### src/hw/rwj_params.svh
// Offsets, field positions, reset values and timing figures of the watchdog block.
`ifndef RWJ_PARAMS_SVH
`define RWJ_PARAMS_SVH
`define RWJ_OFS_WDJ_CTRL 8'h78
`define RWJ_OFS_STATUS2 8'h80
`define RWJ_BIT_RX_RELEASE_SEL 5
`define RWJ_BIT_RX_WDOG_OFF 4
`define RWJ_BIT_JAB_CUTOFF_SEL 2
`define RWJ_BIT_JAB_NO_HOLDOFF 1
`define RWJ_BIT_JAB_OFF 0
`define RWJ_CTRL_RESET 32'h00000000
`define RWJ_POS_TX_EARLY 31
`define RWJ_POS_RX_EARLY 30
`define RWJ_POS_XCVR 29
`define RWJ_POS_TX_DEFER 28
`define RWJ_POS_PAUSE 26
`define RWJ_POS_NORMAL_SUM 16
`define RWJ_POS_ABNORMAL_SUM 15
`define RWJ_FLAG_RESET 7'h44
`define RWJ_CLK_MHZ 40
`define RWJ_BITS_PER_BYTE 8
`define RWJ_RX_MAX_BYTES 2560
`define RWJ_RX_RELEASE_SHORT_BITS 24
`define RWJ_RX_RELEASE_LONG_BITS 48
`define RWJ_JAB_MAX_BYTES 2560
`define RWJ_JAB_CUT_100_US 2600
`define RWJ_JAB_CUT_10_US 26000
`define RWJ_JAB_HOLD_100_US 42000
`define RWJ_JAB_HOLD_10_US 420000
`endif

### src/hw/rwj_pkg.sv
// Types shared by the watchdog and jabber block.
package rwj_pkg;
   typedef enum logic [1:0] {RW_IDLE, RW_RECV, RW_TRIP, RW_RELEASE} rwj_rx_state_t;
   typedef enum logic [1:0] {JB_IDLE, JB_COUNT, JB_HOLD, JB_DRAIN} rwj_jab_state_t;
endpackage

### src/hw/rwj_latch_flag.sv
// One high-latching status flag with write-one-to-clear.
module rwj_latch_flag #(
   parameter bit RST_VAL = 1'b0
) (
   input wire logic ref_clk,
   input wire logic reset_n,
   input wire logic setEv,
   input wire logic clrEv,
   output logic flag
);
   logic next_flag;

   // A set in the clear cycle wins, so no event is lost.
   always_comb begin
      next_flag = flag;
      if (clrEv) begin
         next_flag = 1'b0;
      end
      if (setEv) begin
         next_flag = 1'b1;
      end
   end

   // Flag register.
   always_ff @(posedge ref_clk or negedge reset_n) begin
      if (!reset_n) begin
         flag <= RST_VAL;
      end else begin
         flag <= next_flag;
      end
   end
endmodule

### src/hw/rwj_tick_counter.sv
// Up counter with synchronous clear and count enable.
module rwj_tick_counter #(
   parameter int W = 32
) (
   input wire logic ref_clk,
   input wire logic reset_n,
   input wire logic clear,
   input wire logic inc,
   output logic [W-1:0] count
);
   logic [W-1:0] next_count;

   // Clear has priority over counting.
   always_comb begin
      next_count = count;
      if (clear) begin
         next_count = '0;
      end else if (inc) begin
         next_count = count + {{(W-1){1'b0}}, 1'b1};
      end
   end

   // Count register.
   always_ff @(posedge ref_clk or negedge reset_n) begin
      if (!reset_n) begin
         count <= '0;
      end else begin
         count <= next_count;
      end
   end
endmodule

### src/hw/rwj_top.sv
// Watchdog and jabber control register, secondary status register and their timers.
//
// What this block does
// - Release bit picks 24 or 48 bit-times from carrier loss to watchdog release.
// - Receive watchdog trips beyond 2560 bytes unless its off bit is set.
// - Cut-off select clear: stop transmission after 2.6 ms or 26 ms.
// - Cut-off select set: stop transmission after 2560 byte-times at any speed.
// - No-holdoff clear: keep transmit disabled 42 ms or 420 ms after jabber.
// - No-holdoff set: after jabber expiry, transmit stays cut off until the transmission ends, then is enabled again.
// - Jabber off bit disables jabber cut-off; all control bits reset to zero.
// - Transmit early flag, bit 31, set when enabled and packet moved; write one clears.
// - Receive early flag, bit 30, set when enabled and first descriptor filled.
// - Transceiver flag, bit 29, latches OR of transceiver bits 6..0; resets to one.
// - Transmit deferred flag at bit 28 latches high and resets to zero.
// - Pause flag, bit 26, latches when a pause frame arrives with pause enabled.
// - Bus error kind, bits 25..23, read-only, valid only with fatal bus error.
// - Transmit state code shows in bits 22..20, read-only, no interrupt.
// - Receive state code shows in bits 19..17, read-only, no interrupt.
// - Normal summary, bit 16, latches on any normal source; resets to zero.
// - Abnormal summary, bit 15, latches on any abnormal source; resets to one.
// - Bits 14..0 mirror the primary status register for read and clear.
//
// The plain strobed port was chosen for this implementation.
`include "rwj_params.svh"
module rwj_top
   import rwj_pkg::*;
#(
   parameter int JAB_CUT_100_CYC = `RWJ_JAB_CUT_100_US * `RWJ_CLK_MHZ,
   parameter int JAB_CUT_10_CYC = `RWJ_JAB_CUT_10_US * `RWJ_CLK_MHZ,
   parameter int JAB_HOLD_100_CYC = `RWJ_JAB_HOLD_100_US * `RWJ_CLK_MHZ,
   parameter int JAB_HOLD_10_CYC = `RWJ_JAB_HOLD_10_US * `RWJ_CLK_MHZ
) (
   input wire logic ref_clk,
   input wire logic reset_n,
   input wire logic [7:0] regAddr,
   input wire logic [31:0] regWrData,
   input wire logic regWr,
   input wire logic regRd,
   output logic [31:0] regRdData,
   input wire logic bitTick,
   input wire logic speed100,
   input wire logic rxCarrier,
   input wire logic txActive,
   input wire logic txEarlyEvent,
   input wire logic tx_early_irq_en,
   input wire logic rxEarlyEvent,
   input wire logic rx_early_irq_en,
   input wire logic [6:0] transceiver_irq_reg,
   input wire logic txDeferredEvent,
   input wire logic pauseFrameEvent,
   input wire logic pauseEnable,
   input wire logic fatal_bus_error_flag,
   input wire logic [2:0] bus_error_kind,
   input wire logic [2:0] transmit_state_field,
   input wire logic [2:0] receive_state_field,
   input wire logic [14:0] primary_status_reg,
   output logic [14:0] primaryClear,
   output logic rxWdogExpired,
   output logic txCutoff
);

   ////////////////////////////////////////////////////////////////////////////
   // Constants derived from the header figures.
   localparam logic [31:0] RX_MAX_BITS = 32'(`RWJ_RX_MAX_BYTES * `RWJ_BITS_PER_BYTE);
   localparam logic [31:0] JAB_MAX_BITS = 32'(`RWJ_JAB_MAX_BYTES * `RWJ_BITS_PER_BYTE);
   localparam logic [31:0] REL_SHORT = 32'(`RWJ_RX_RELEASE_SHORT_BITS);
   localparam logic [31:0] REL_LONG = 32'(`RWJ_RX_RELEASE_LONG_BITS);
   localparam int NFLAG = 7;
   localparam logic [31:0] CTRL_RST = `RWJ_CTRL_RESET;
   localparam logic [NFLAG-1:0] FLAG_RST = `RWJ_FLAG_RESET;

   // Bit position of each latching flag in the secondary status register.
   function automatic int flagPos(input int idx);
      int pos;
      pos = 0;
      unique case (idx)
         0: pos = `RWJ_POS_TX_EARLY;
         1: pos = `RWJ_POS_RX_EARLY;
         2: pos = `RWJ_POS_XCVR;
         3: pos = `RWJ_POS_TX_DEFER;
         4: pos = `RWJ_POS_PAUSE;
         5: pos = `RWJ_POS_NORMAL_SUM;
         default: pos = `RWJ_POS_ABNORMAL_SUM;
      endcase
      return pos;
   endfunction

   ////////////////////////////////////////////////////////////////////////////
   // Register bus decode.
   logic ctrlWr;
   logic statusWr;
   // Address decode for the two mapped words.
   assign ctrlWr = regWr && (regAddr == `RWJ_OFS_WDJ_CTRL);
   assign statusWr = regWr && (regAddr == `RWJ_OFS_STATUS2);

   ////////////////////////////////////////////////////////////////////////////
   // Watchdog and jabber control register.
   logic rx_wdog_release_sel;
   logic rx_wdog_off;
   logic jabber_cutoff_sel;
   logic jabber_no_holdoff;
   logic jabber_off;
   logic next_rx_wdog_release_sel;
   logic next_rx_wdog_off;
   logic next_jabber_cutoff_sel;
   logic next_jabber_no_holdoff;
   logic next_jabber_off;

   // Only the five defined bits are stored; the rest are dropped.
   always_comb begin
      next_rx_wdog_release_sel = rx_wdog_release_sel;
      next_rx_wdog_off = rx_wdog_off;
      next_jabber_cutoff_sel = jabber_cutoff_sel;
      next_jabber_no_holdoff = jabber_no_holdoff;
      next_jabber_off = jabber_off;
      if (ctrlWr) begin
         next_rx_wdog_release_sel = regWrData[`RWJ_BIT_RX_RELEASE_SEL];
         next_rx_wdog_off = regWrData[`RWJ_BIT_RX_WDOG_OFF];
         next_jabber_cutoff_sel = regWrData[`RWJ_BIT_JAB_CUTOFF_SEL];
         next_jabber_no_holdoff = regWrData[`RWJ_BIT_JAB_NO_HOLDOFF];
         next_jabber_off = regWrData[`RWJ_BIT_JAB_OFF];
      end
   end

   // Control bits clear on reset.
   always_ff @(posedge ref_clk or negedge reset_n) begin
      if (!reset_n) begin
         rx_wdog_release_sel <= CTRL_RST[`RWJ_BIT_RX_RELEASE_SEL];
         rx_wdog_off <= CTRL_RST[`RWJ_BIT_RX_WDOG_OFF];
         jabber_cutoff_sel <= CTRL_RST[`RWJ_BIT_JAB_CUTOFF_SEL];
         jabber_no_holdoff <= CTRL_RST[`RWJ_BIT_JAB_NO_HOLDOFF];
         jabber_off <= CTRL_RST[`RWJ_BIT_JAB_OFF];
      end else begin
         rx_wdog_release_sel <= next_rx_wdog_release_sel;
         rx_wdog_off <= next_rx_wdog_off;
         jabber_cutoff_sel <= next_jabber_cutoff_sel;
         jabber_no_holdoff <= next_jabber_no_holdoff;
         jabber_off <= next_jabber_off;
      end
   end

   ////////////////////////////////////////////////////////////////////////////
   // Latching status flags.
   logic [NFLAG-1:0] flagSet;
   logic [NFLAG-1:0] flag;

   // Event sources; early flags only latch while their enables are set.
   always_comb begin
      flagSet[0] = txEarlyEvent && tx_early_irq_en;
      flagSet[1] = rxEarlyEvent && rx_early_irq_en;
      flagSet[2] = |transceiver_irq_reg;
      flagSet[3] = txDeferredEvent;
      flagSet[4] = pauseFrameEvent && pauseEnable;
      flagSet[5] = flagSet[0] || flagSet[1];
      flagSet[6] = flagSet[2] || flagSet[3] || flagSet[4];
   end

   // One flag cell per bit; a written one clears, a same-cycle set wins.
   generate
      for (genvar i = 0; i < NFLAG; i++) begin : g_flag
         rwj_latch_flag #(
            .RST_VAL(FLAG_RST[i])
         ) u_flag (
            .ref_clk(ref_clk),
            .reset_n(reset_n),
            .setEv(flagSet[i]),
            .clrEv(statusWr && regWrData[flagPos(i)]),
            .flag(flag[i])
         );
      end
   endgenerate

   ////////////////////////////////////////////////////////////////////////////
   // Primary status mirror clear strobes.
   logic [14:0] next_primaryClear;

   // Ones written to the low bits are passed on as a one-cycle clear.
   always_comb begin
      next_primaryClear = statusWr ? regWrData[14:0] : 15'h0000;
   end

   // Clear strobe register.
   always_ff @(posedge ref_clk or negedge reset_n) begin
      if (!reset_n) begin
         primaryClear <= 15'h0000;
      end else begin
         primaryClear <= next_primaryClear;
      end
   end

   ////////////////////////////////////////////////////////////////////////////
   // Receive watchdog.
   rwj_rx_state_t rxState;
   rwj_rx_state_t next_rxState;
   logic [31:0] rxCount;
   logic rxClear;
   logic rxInc;
   logic next_rxWdogExpired;

   // Counts bit-times of the frame, then bit-times of the release delay.
   always_comb begin
      next_rxState = rxState;
      rxInc = bitTick;
      unique case (rxState)
         RW_IDLE: begin
            if (rxCarrier && !rx_wdog_off) begin
               next_rxState = RW_RECV;
            end
         end
         RW_RECV: begin
            if (rx_wdog_off || !rxCarrier) begin
               next_rxState = RW_IDLE;
            end else if (rxCount > RX_MAX_BITS) begin
               next_rxState = RW_TRIP;
            end
         end
         RW_TRIP: begin
            if (!rxCarrier) begin
               next_rxState = RW_RELEASE;
            end
         end
         RW_RELEASE: begin
            if (rxCarrier) begin
               next_rxState = RW_TRIP;
            end else if (rxCount >= (rx_wdog_release_sel ? REL_LONG : REL_SHORT)) begin
               next_rxState = RW_IDLE;
            end
         end
      endcase
      rxClear = (next_rxState != rxState) || (rxState == RW_IDLE);
      next_rxWdogExpired = (next_rxState == RW_TRIP) || (next_rxState == RW_RELEASE);
   end

   // Receive watchdog state register.
   always_ff @(posedge ref_clk or negedge reset_n) begin
      if (!reset_n) begin
         rxState <= RW_IDLE;
         rxWdogExpired <= 1'b0;
      end else begin
         rxState <= next_rxState;
         rxWdogExpired <= next_rxWdogExpired;
      end
   end

   // Bit-time counter of the receive watchdog.
   rwj_tick_counter #(
      .W(32)
   ) u_rx_count (
      .ref_clk(ref_clk),
      .reset_n(reset_n),
      .clear(rxClear),
      .inc(rxInc),
      .count(rxCount)
   );

   ////////////////////////////////////////////////////////////////////////////
   // Transmit jabber timer.
   rwj_jab_state_t jabState;
   rwj_jab_state_t next_jabState;
   logic [31:0] jabCount;
   logic [31:0] cutLimit;
   logic [31:0] holdLimit;
   logic jabClear;
   logic jabInc;
   logic next_txCutoff;

   // Limits follow the cut-off select and the current link speed.
   always_comb begin
      if (jabber_cutoff_sel) begin
         cutLimit = JAB_MAX_BITS;
      end else begin
         cutLimit = speed100 ? 32'(JAB_CUT_100_CYC) : 32'(JAB_CUT_10_CYC);
      end
      holdLimit = speed100 ? 32'(JAB_HOLD_100_CYC) : 32'(JAB_HOLD_10_CYC);
   end

   // Times a transmission, cuts it off, then holds transmit off if asked.
   always_comb begin
      next_jabState = jabState;
      jabInc = 1'b1;
      unique case (jabState)
         JB_IDLE: begin
            if (txActive && !jabber_off) begin
               next_jabState = JB_COUNT;
            end
         end
         JB_COUNT: begin
            jabInc = jabber_cutoff_sel ? bitTick : 1'b1;
            if (jabber_off || !txActive) begin
               next_jabState = JB_IDLE;
            end else if (jabCount >= cutLimit) begin
               next_jabState = jabber_no_holdoff ? JB_DRAIN : JB_HOLD;
            end
         end
         JB_HOLD: begin
            if (jabCount >= holdLimit) begin
               next_jabState = JB_IDLE;
            end
         end
         JB_DRAIN: begin
            if (!txActive) begin
               next_jabState = JB_IDLE;
            end
         end
      endcase
      jabClear = (next_jabState != jabState) || (jabState == JB_IDLE);
      next_txCutoff = (next_jabState == JB_HOLD) || (next_jabState == JB_DRAIN);
   end

   // Jabber state register.
   always_ff @(posedge ref_clk or negedge reset_n) begin
      if (!reset_n) begin
         jabState <= JB_IDLE;
         txCutoff <= 1'b0;
      end else begin
         jabState <= next_jabState;
         txCutoff <= next_txCutoff;
      end
   end

   // Cycle or bit-time counter of the jabber timer.
   rwj_tick_counter #(
      .W(32)
   ) u_jab_count (
      .ref_clk(ref_clk),
      .reset_n(reset_n),
      .clear(jabClear),
      .inc(jabInc),
      .count(jabCount)
   );

   ////////////////////////////////////////////////////////////////////////////
   // Read data.
   logic [31:0] next_regRdData;
   logic [31:0] statusWord;

   // Assemble both words; unmapped addresses and reserved bits read zero.
   always_comb begin
      statusWord = 32'h00000000;
      for (int i = 0; i < NFLAG; i++) begin
         statusWord[flagPos(i)] = flag[i];
      end
      statusWord[25:23] = fatal_bus_error_flag ? bus_error_kind : 3'h0;
      statusWord[22:20] = transmit_state_field;
      statusWord[19:17] = receive_state_field;
      statusWord[14:0] = primary_status_reg;
      next_regRdData = 32'h00000000;
      if (regRd) begin
         if (regAddr == `RWJ_OFS_WDJ_CTRL) begin
            next_regRdData[`RWJ_BIT_RX_RELEASE_SEL] = rx_wdog_release_sel;
            next_regRdData[`RWJ_BIT_RX_WDOG_OFF] = rx_wdog_off;
            next_regRdData[`RWJ_BIT_JAB_CUTOFF_SEL] = jabber_cutoff_sel;
            next_regRdData[`RWJ_BIT_JAB_NO_HOLDOFF] = jabber_no_holdoff;
            next_regRdData[`RWJ_BIT_JAB_OFF] = jabber_off;
         end else if (regAddr == `RWJ_OFS_STATUS2) begin
            next_regRdData = statusWord;
         end
      end
   end

   // Read data stand for one cycle after the read strobe.
   always_ff @(posedge ref_clk or negedge reset_n) begin
      if (!reset_n) begin
         regRdData <= 32'h00000000;
      end else begin
         regRdData <= next_regRdData;
      end
   end
endmodule

### config.mk
export PLATFORM = sky130hd
export DESIGN_NAME = rwj_top
export DESIGN_NICKNAME = d
export VERILOG_FILES = /design/src/hw/rwj_pkg.sv /design/src/hw/rwj_latch_flag.sv /design/src/hw/rwj_tick_counter.sv /design/src/hw/rwj_top.sv
export VERILOG_INCLUDE_DIRS = /design/src /design/src/hw
export SDC_FILE = /design/constraint.sdc
export NUM_CORES = 1
export LEC_CHECK = 0
export ABC_AREA = 1
export CORE_ASPECT_RATIO = 0.9
export CORE_UTILIZATION = 50
export DETAILED_ROUTE_END_ITERATION = 12
export DONT_BUFFER_PORTS = 1
export GPL_TIMING_DRIVEN = 0
export PLACE_DENSITY = 0.69
export SLEW_MARGIN = 20
export SYNTH_ARGS = -nofsm -noshare
export SYNTH_HDL_FRONTEND = slang
export SYNTH_SLANG_ARGS = --single-unit
export TNS_END_PERCENT = 100
### constraint.sdc
create_clock -name ref_clk -period 2.75 [get_ports ref_clk]
set_input_delay 0.55 -clock ref_clk [delete_from_list [all_inputs] [get_ports ref_clk]]
set_output_delay 0.55 -clock ref_clk [all_outputs]
set_load 0.01 [all_outputs]
==> qor.csv, run 1 <==
metric;value;unit
status;finished, violations left;
worst-path fanout max;10;
fin area;8510;um^2
failing checks;negative hold slack;
largest family of logic cells by synthesized area;simple AND/OR/NAND/NOR gates;
Critical Path Sink Type;flop;
Hold Violations, Final;126;
Synth Area in Compound Gates;2.63;%
multiplexer share of the synthesized area;0;%
vias in the first global route;6551;
arrival time worst endpoint;2.85;ns
Reg power frac;42.5;%
Max clock buf depth;2;
initial core utilization;51.7;%
CTS buffer count;17;
RSZ-0062 raised after global routing;no;
Least-Margin Pin Slew;0.518;ns
WL/cell;15.4;um
die height;119;um
Clock Latency Late Sink;0.43;ns
largest cells by area after synthesis;dfrtp_1 41%, nand2_1 13%, nor2_1 8.7%, inv_1 6.8%, nand4_1 6.4%;
post-synth top area share;41.1;%
Yosys reg bits;128;
drt via density;5.32;
asr flop ratio synth;100;%
total gr overflow;0;
Synth Cell Area;7670;um^2
Synthesis Warnings;0;
pin count of the biggest net entering global routing;129;
wirelength, routed;19.6;mm
Sw Ratio;28.3;%
post-synth top area cell;dfrtp_1;
synth unique cells;39;
reg2reg path depth;14;
H-tree depth;4;
DR iter-0 viols;624;
die area;15800;um^2
final hold slack;-0.171;ns
Residual DRC;0;
Layout Skew;0.0199;ns
XOR/XNOR share of the synthesized area;5.37;%
design internal power;0.00327;W
GRT Overall Usage;26.1;%
Post-DP HPWL;14.5;mm
vias;6777;
Worst-path clk slew;0.06;ns
I/O Buffers;0;
Clk pwr share;47.0;%
Rows;42;
Die W;133;um
Max-Slew Margin vs Limit;65.2;%
most frequent cell after synthesis;nand2_1;
Nets;1178;
CTS sink cnt;128;
Peak VDD IR;429;uV
io pins;136;
Max Cap Violations;0;
gpl congestion;0.941;
Critical Path Start;jabber_cutoff_sel;
ratio of cells with drive above 1 in the final layout;7.26;%
post-synthesis adder-cell area fraction;4.73;%
Hold Crit Class;in2async;
DR pass1 iterations;5;
Leak Pwr;4.45;nW
Setup Viol. Count Final;0;
CTS root buffer;clkbuf_16;
syn_nets;1156;
Max Clk Rate;0.392;GHz
Final Slew Violations;0;
cell count after placement;1238;
Net Sw Power;0.00129;W
part of the power in combinational logic;10.5;%
initial antenna violation count;1;
Final min period;2.55;ns
Setup CP Type;reg2reg;
reg-to-reg startpoint;jabber_cutoff_sel;
prevailing post-synth register cell;dfrtp_1;
Area Growth Syn to Fin;11.0;%
post-synthesis sequential area ratio;41.8;%
Post-Layout Cell Count;1274;
synthesized area per cell;7.37;um^2
Simple-Gate Fraction of Synth Area;36.1;%
pwr dens;536;nW/um^2
TritonCTS clock tree;built;
first-pass GRT wire length;32.5;mm
WP data required;3.05;ns
gate count of the mapped netlist;1040;
Tcrit/Tclk final;92.7;%
Synth top cells by count;265 x nand2_1, 178 x nor2_1, 139 x inv_1;
EDFF count, synth;0;
Core Box Area;14800;um^2
crit path launch type;flop;
ANT nets after route;0;
area post-placement;7910;um^2
## cell families after synthesis
| kind of cell | after synthesis |
|---|---|
| and+or+nand+nor | 624 |
| AOI/OAI and AO/OA | 37 |
| DFF | 128 |
| xor gates and xnor gates | 47 |
| other | 1 |
| adders and majority gates | 29 |
| buffers and inverters | 174 |
## sequential cells by signal, summed over array words and instances (netlist names), 2 cells and up
signal / count
primaryClear: 15
u_rx_count.count: 32
jabState: 2
rxState: 2
u_jab_count.count: 32
regRdData: 31
g_flag.u_flag.flag: 7
## worst paths after layout
path / end / slack (ns)
setup / recovery: u_jab_count.count[15] / 0.20
hold / removal: txCutoff / -0.17
setup reg to reg: u_jab_count.count[15] / 0.20
hold reg to reg: g_flag[0].u_flag.flag / 0.47
max in group asynchronous: g_flag[2].u_flag.flag / 2.66
min in group ref_clk: primaryClear[12] / 0.22
## what timing repair did
action | CTS | global route
setup endpoints to repair | 30 | 30
buffers inserted | 0 | 3
pin swaps | 0 | 0
hold endpoints to repair | 126 | 126
gates resized for setup | 2 | 4
gates cloned | 0 | 0
## power by group through the flow
stage	Clock [W]	Sequential (W)	Combinational [W]
2_1_floorplan	0	0.00197	0.000344
3_3_place_gp	0	0.00197	0.000448
3_5_place_dp	0	0.00197	0.000455
4_1_cts	0.00218	0.00194	0.000463
5_1_grt	0.00226	0.00194	0.000536
6_report	0.00215	0.00194	0.000480
## worst max-delay path, stage by stage (launching register included)
cell	delay, ns
dfrtp_2	0.46
or2_4	0.31
ha_1	0.31
nand2_1	0.09
nor2_1	0.21
o211ai_1	0.13
nand3_1	0.10
nand2_1	0.05
nand3_1	0.10
nand2_1	0.06
nand2_1	0.08
nand3_1	0.09
nand2_2	0.14
clkbuf_4	0.23
nor2_1	0.06
## metal layers
metal / up-vias / track usage, % / wire length (um)
li1: 3366 / - / -
met2: 233 / 39.9 / 8710
met5: - / 0 / 0
met1: 3157 / 36.5 / 9230
met4: 0 / 8.76 / 290
met3: 21 / 6.09 / 1380
## per-stage QoR
stage | utilization (%) | TNS (ns) | setup WS (ns) | hold slack (ns) | power, W
2_1_floorplan | - | 0 | 0.437 | 0.254 | 0.00231
3_3_place_gp | 53.4 | 0 | 0.0432 | 0.262 | 0.00242
3_5_place_dp | 53.4 | -0.00664 | -0.00394 | 0.263 | 0.00243
4_1_cts | 57.2 | 0 | 0.00364 | -0.186 | 0.00458
5_1_grt | 57.4 | 0 | 0.0146 | -0.189 | 0.00474
6_report | 57.4 | 0 | 0.201 | -0.171 | 0.00456
## cell usage in the layout (no fill, tap or decap), types with 3 or more instances in the layout
cell and count:
a21oi_1 15, buf_2 12, buf_4 5, buf_6 5, clkbuf_1 10, clkbuf_16 17, clkinvlp_4 3, dfrtp_1 125
ha_1 29, inv_1 139, inv_2 3, inv_6 8, nand2_1 264, nand2_2 4, nand3_1 34, nand3b_1 5
nand4_1 78, nor2_1 178, nor2_2 4, nor2_4 3, nor3_1 31, nor4_1 14, o21ai_0 15, xnor2_1 3
xor2_1 44
## cell type report
cell class / instances / area, um^2
diodes: 1 / 2.50
plain buffers: 32 / 188
clock buffers: 18 / 439
clock inverters: 14 / 121
fillers: 1397 / 6310
inverters: 142 / 533
multi-input cells: 738 / 3750
flip-flops and latches: 128 / 3210
well taps: 198 / 248
repair buffers: 3 / 22.5
(Power assumes the default switching activity.)
==> run 2: changes to the inputs <==
- CORE_UTILIZATION: 50 -> 60
- PLACE_DENSITY: 0.69 -> 0.8
==> run 2 against run 1 <==
The flow still finishes with violations (negative hold slack). Global-route usage increased by 5.6 points. Final cell count fell by 3.2%. Total power grew 0.93%. Non-clock buffer count decreased by 2. Critical endpoint is now u_jab_count.count[5]. Hold slack got worse by 0.0011 ns. Maximum frequency down 3.6%. Critical path type unchanged. Register-to-register slack got worse by 0.09 ns. Sequential share of layout area increased by 0.28 points.
==> qor.csv, run 2 (synthesis gave the netlist of run 1 again) <==
metric;value;unit
ratio of cells with drive above 1 in the final layout;6.99;%
Final min period;2.64;ns
crit path launch type;flop;
arrival time worst endpoint;2.95;ns
DR pass1 iterations;5;
Peak VDD IR;409;uV
Max clock buf depth;2;
wirelength, routed;19.5;mm
die area;13200;um^2
DR iter-0 viols;677;
area post-placement;7870;um^2
reg-to-reg startpoint;jabber_cutoff_sel;
drt via density;5.60;
CTS root buffer;clkbuf_16;
Post-DP HPWL;14.1;mm
Fillers;1004;
Antenna diodes;0;
Clock Latency Late Sink;0.42;ns
total gr overflow;0;
Tcrit/Tclk final;96.1;%
reg2reg setup slack;0.11;ns
WP data required;3.05;ns
vias in the first global route;6560;
initial core utilization;62.5;%
Core Box Area;12300;um^2
cell count after placement;1200;
Final Slew Violations;0;
Die W;121;um
Rows;38;
die height;109;um
Leak Pwr;4.43;nW
Setup CP Type;reg2reg;
gpl congestion;0.993;
Max-Slew Margin vs Limit;62.0;%
most frequent cells in the layout;265 x nand2_1, 178 x nor2_1, 139 x inv_1;
pre-CTS setup slack;-0.0666;ns
final hold slack;-0.172;ns
Post-Layout Cell Count;1233;
vias;6905;
Max Cap Violations;0;
CTS buffer count;17;
commonest non-fill, non-tap cell in the layout;nand2_1;
Nets;1176;
RSZ-0062 raised after global routing;yes;
worst-path fanout max;10;
CTS sink cnt;128;
pin count of the biggest net entering global routing;129;
first-pass GRT wire length;32.1;mm
io pins;136;
Hold Violations, Final;126;
pwr dens;545;nW/um^2
I/O Buffers;0;
Area Growth Syn to Fin;10.2;%
Worst-path clk slew;0.06;ns
Setup Viol. Count Final;0;
fin area;8450;um^2
Hold Crit Class;in2async;
Max Clk Rate;0.378;GHz
ANT nets after route;0;
Residual DRC;0;
reg2reg path depth;14;
WL/cell;15.8;um
status;finished, violations left;
Least-Margin Pin Slew;0.565;ns
post-route worst setup slack;0.107;ns
GRT Overall Usage;31.7;%
worst r2r dst;u_jab_count.count[5];
failing checks;negative hold slack;
H-tree depth;4;
setup TNS;0;ns
Critical Path Sink Type;flop;
TritonCTS clock tree;built;
initial antenna violation count;0;
Layout Skew;0.00696;ns
largest registers;u_jab_count.count (32), u_rx_count.count (32), regRdData (31);
==> run 2: critical path: stages, from the launching register on <==
cell and delay [ns]:
dfrtp_2 0.42, or2_2 0.37, ha_1 0.32, nand2_1 0.05
inv_1 0.06, nand3_1 0.06, nor3_1 0.30, nand2_1 0.08
nand3_1 0.13, nand2_1 0.06, nand2_1 0.08, nand3_1 0.08
nand2_1 0.17, buf_2 0.27, nor2_1 0.08
==> run 2: power breakdown <==
part | internal (W) | switching [W]
sequential | 0.00191 | 0.0000252
clock | 0.00128 | 0.000920
combinational | 0.000137 | 0.000328
==> run 2: routing by layer <==
| layer | vias up | track usage, % | share of wire [%] |
|---|---|---|---|
| met5 | - | 0 | 0 |
| met4 | 0 | 8.82 | 1.1 |
| met3 | 19 | 8.26 | 7.8 |
| met2 | 279 | 48.0 | 45 |
| met1 | 3249 | 45.0 | 46 |
| li1 | 3358 | - | - |
==> run 2: per-stage QoR <==
stage,power [W],utilization (%)
after global routing,0.00475,68.9
final,0.00461,68.9
after floorplan,0.00231,-
after detailed placement,0.00243,64.1
after CTS,0.00462,68.8
after global placement,0.00241,64.1
==> run 2: repair_timing <==
action / 4_1_cts / 5_1_grt
gates resized for setup: 1 / 1
setup endpoints to repair: 30 / 29
buffers inserted: 1 / 0
hold endpoints to repair: 128 / 126
==> run 2: worst max path at each step <==
stage	from	endpoint	slack [ns]	cells after the start
4_1_cts	jabber_cutoff_sel	u_jab_count.count[16]	0.10	14
3_3_place_gp	jabber_cutoff_sel	u_jab_count.count[15]	0.01	14
3_5_place_dp	jabber_cutoff_sel	u_jab_count.count[25]	-0.07	14
5_1_grt	jabber_cutoff_sel	u_jab_count.count[10]	-0.02	14
2_1_floorplan	speed100	u_jab_count.count[13]	0.44	14
6_report	jabber_cutoff_sel	u_jab_count.count[5]	0.11	14
==> run 2: layout make-up <==
| type | instances | area (um^2) | share of cell area, % |
|---|---|---|---|
| inverters | 142 | 533 | 6.31 |
| plain buffers | 32 | 180 | 2.13 |
| multi-input cells | 738 | 3750 | 44.4 |
| well taps | 160 | 200 | 2.37 |
| repair buffers | 1 | 7.51 | 0.0888 |
| flip-flops and latches | 128 | 3210 | 37.9 |
| clock inverters | 13 | 128 | 1.51 |
| clock buffers | 19 | 443 | 5.24 |
==> run 3: changes to the inputs <==
- CORE_UTILIZATION: 60 -> 35
- PLACE_DENSITY: 0.8 -> 0.53
==> run 3 against run 2 <==
The run still ends with negative hold slack left. Critical path depth stayed put. Sequential cell count is the same. Combinational power is 4.5% higher. Global-route usage down 12 points. Worst setup slack better by 0.13 ns. Via count is 3.7% lower. Routed wire length is 8.3% higher. Non-clock buffer count up 2. Count of clock-buffer cells in the layout shrank 1. Clock power increased by 3%. Sequential power about the same. Critical endpoint is now u_jab_count.count[4].
==> qor.csv, run 3 (synthesis gave the netlist of run 1 again) <==
metric;value;unit
Post-Layout Cell Count;1361;
arrival time worst endpoint;2.81;ns
M1 wire length;9.99;mm
cell mode on critical path;nand2_1;
Setup Viol. Count Final;0;
crit path launch type;flop;
Rows;50;
Residual DRC;0;
Final Slew Violations;0;
die area;22500;um^2
GRT Overall Usage;19.9;%
CTS buffer count;17;
RSZ-0062 raised after global routing;no;
drt via density;4.89;
Area Growth Syn to Fin;12.8;%
final hold slack;-0.179;ns
CP cell instances;or2_4, ha_1, nand2_1, inv_1, nand3_1, nor3_1, nand2_1, nand3_1, nand2_1, nand2_1, nand3_1, nand2_2, buf_2, nor2_1;
WP data required;3.05;ns
Antenna diodes;0;
pin count of the biggest net entering global routing;129;
Clock Latency Late Sink;0.42;ns
Max clock buf depth;2;
cell count after placement;1326;
WL/cell;15.5;um
Critical Path Sink Type;flop;
setup TNS;0;ns
first-pass GRT wire length;34.4;mm
most frequent cells in the layout;264 x nand2_1, 178 x nor2_1, 139 x inv_1;
H-tree depth;4;
Die W;158;um
CTS sink cnt;128;
vias;6652;
status;finished, violations left;
DR iter-0 viols;493;
TritonCTS clock tree;built;
initial antenna violation count;0;
Setup CP Type;reg2reg;
Max Clk Rate;0.399;GHz
initial core utilization;36.3;%
slowest stage delay, CP;0.46;ns
gpl congestion;0.907;
Hold Crit Class;in2async;
wirelength, routed;21.1;mm
failing checks;negative hold slack;
Worst-path clk slew;0.07;ns
Post-DP HPWL;15.9;mm
Met2 Wirelength;9.36;mm
I/O Buffers;0;
vias in the first global route;6543;
Max Cap Violations;0;
ANT nets after route;0;
Layout Skew;0.0155;ns
met3 routed WL;1.50;mm
Final min period;2.51;ns
io pins;136;
commonest non-fill, non-tap cell in the layout;nand2_1;
Max-Slew Margin vs Limit;52.4;%
Fillers;2261;
DR pass1 iterations;5;
Core Box Area;21100;um^2
Top Metal Used;met4;
Tcrit/Tclk final;91.2;%
CTS root buffer;clkbuf_16;
Hold Violations, Final;126;
pwr dens;541;nW/um^2
worst-path fanout max;10;
Peak VDD IR;409;uV
Least-Margin Pin Slew;0.708;ns
largest registers;u_jab_count.count (32), u_rx_count.count (32), regRdData (31);
Nets;1178;
ratio of cells with drive above 1 in the final layout;7.35;%
total gr overflow;0;
Slowest-stage cell, CP;dfrtp_2;
Leak Pwr;4.47;nW
die height;142;um
## run 3: routing by layer
metal / vias up / track usage [%]
met5: - / 0
met3: 17 / 4.87
met4: 0 / 5.87
li1: 3364 / -
met1: 3067 / 27.6
met2: 204 / 30.5
## run 3: worst max-delay path: cells and delay by family, from the launching register on
kind / cells / cell delay (ns)
fa+ha+maj: 1 / 0.30
flops: 1 / 0.46
buf+inv: 2 / 0.30
simple gates: 11 / 1.32
## run 3: worst paths after layout
kind | from | end | slack [ns] | cells past startpoint
min reg2reg | g_flag[2].u_flag.flag | g_flag[2].u_flag.flag | 0.47 | 2
min | reset_n | regRdData[21] | -0.18 | 0
max in group asynchronous | reset_n | g_flag[2].u_flag.flag | 2.72 | 0
max | jabber_cutoff_sel | u_jab_count.count[4] | 0.24 | 14
max reg2reg | jabber_cutoff_sel | u_jab_count.count[4] | 0.24 | 14
min in group ref_clk | regWrData[7] | primaryClear[7] | 0.23 | 2
## run 3: stage by stage
step	setup slack [ns]	hold WS [ns]	utilization, %	total power, W	instance area [um^2]
2_1_floorplan	0.437	0.254	-	0.00231	7670
3_3_place_gp	-0.0182	0.257	37.9	0.00244	8020
3_5_place_dp	-0.0558	0.256	37.9	0.00244	8020
4_1_cts	0.0386	-0.191	40.7	0.00472	8610
5_1_grt	0.00470	-0.195	40.9	0.00488	8650
6_report	0.241	-0.179	40.9	0.00468	8650
## run 3: cell type report
class                   count  area, um^2  area share (%)
multi-input cells         738        3760            43.5
repair buffers              3        22.5           0.260
clock inverters            14         145            1.68
inverters                 142         533            6.16
flip-flops and latches    128        3210            37.1
clock buffers              18         439            5.08
plain buffers              32         185            2.14
well taps                 286         358            4.14
## run 3: timing repair
item	CTS	global route
gates resized for setup	2	5
buffers inserted	0	3
endpoints found under the hold margin	128	128
endpoints found under the setup margin	30	30
## run 3: power by group
group	switching (W)	leakage, nW	internal, W
logic	0.000338	2.43	0.000148
registers	0.0000262	1.75	0.00191
clock network	0.000956	0.284	0.00130
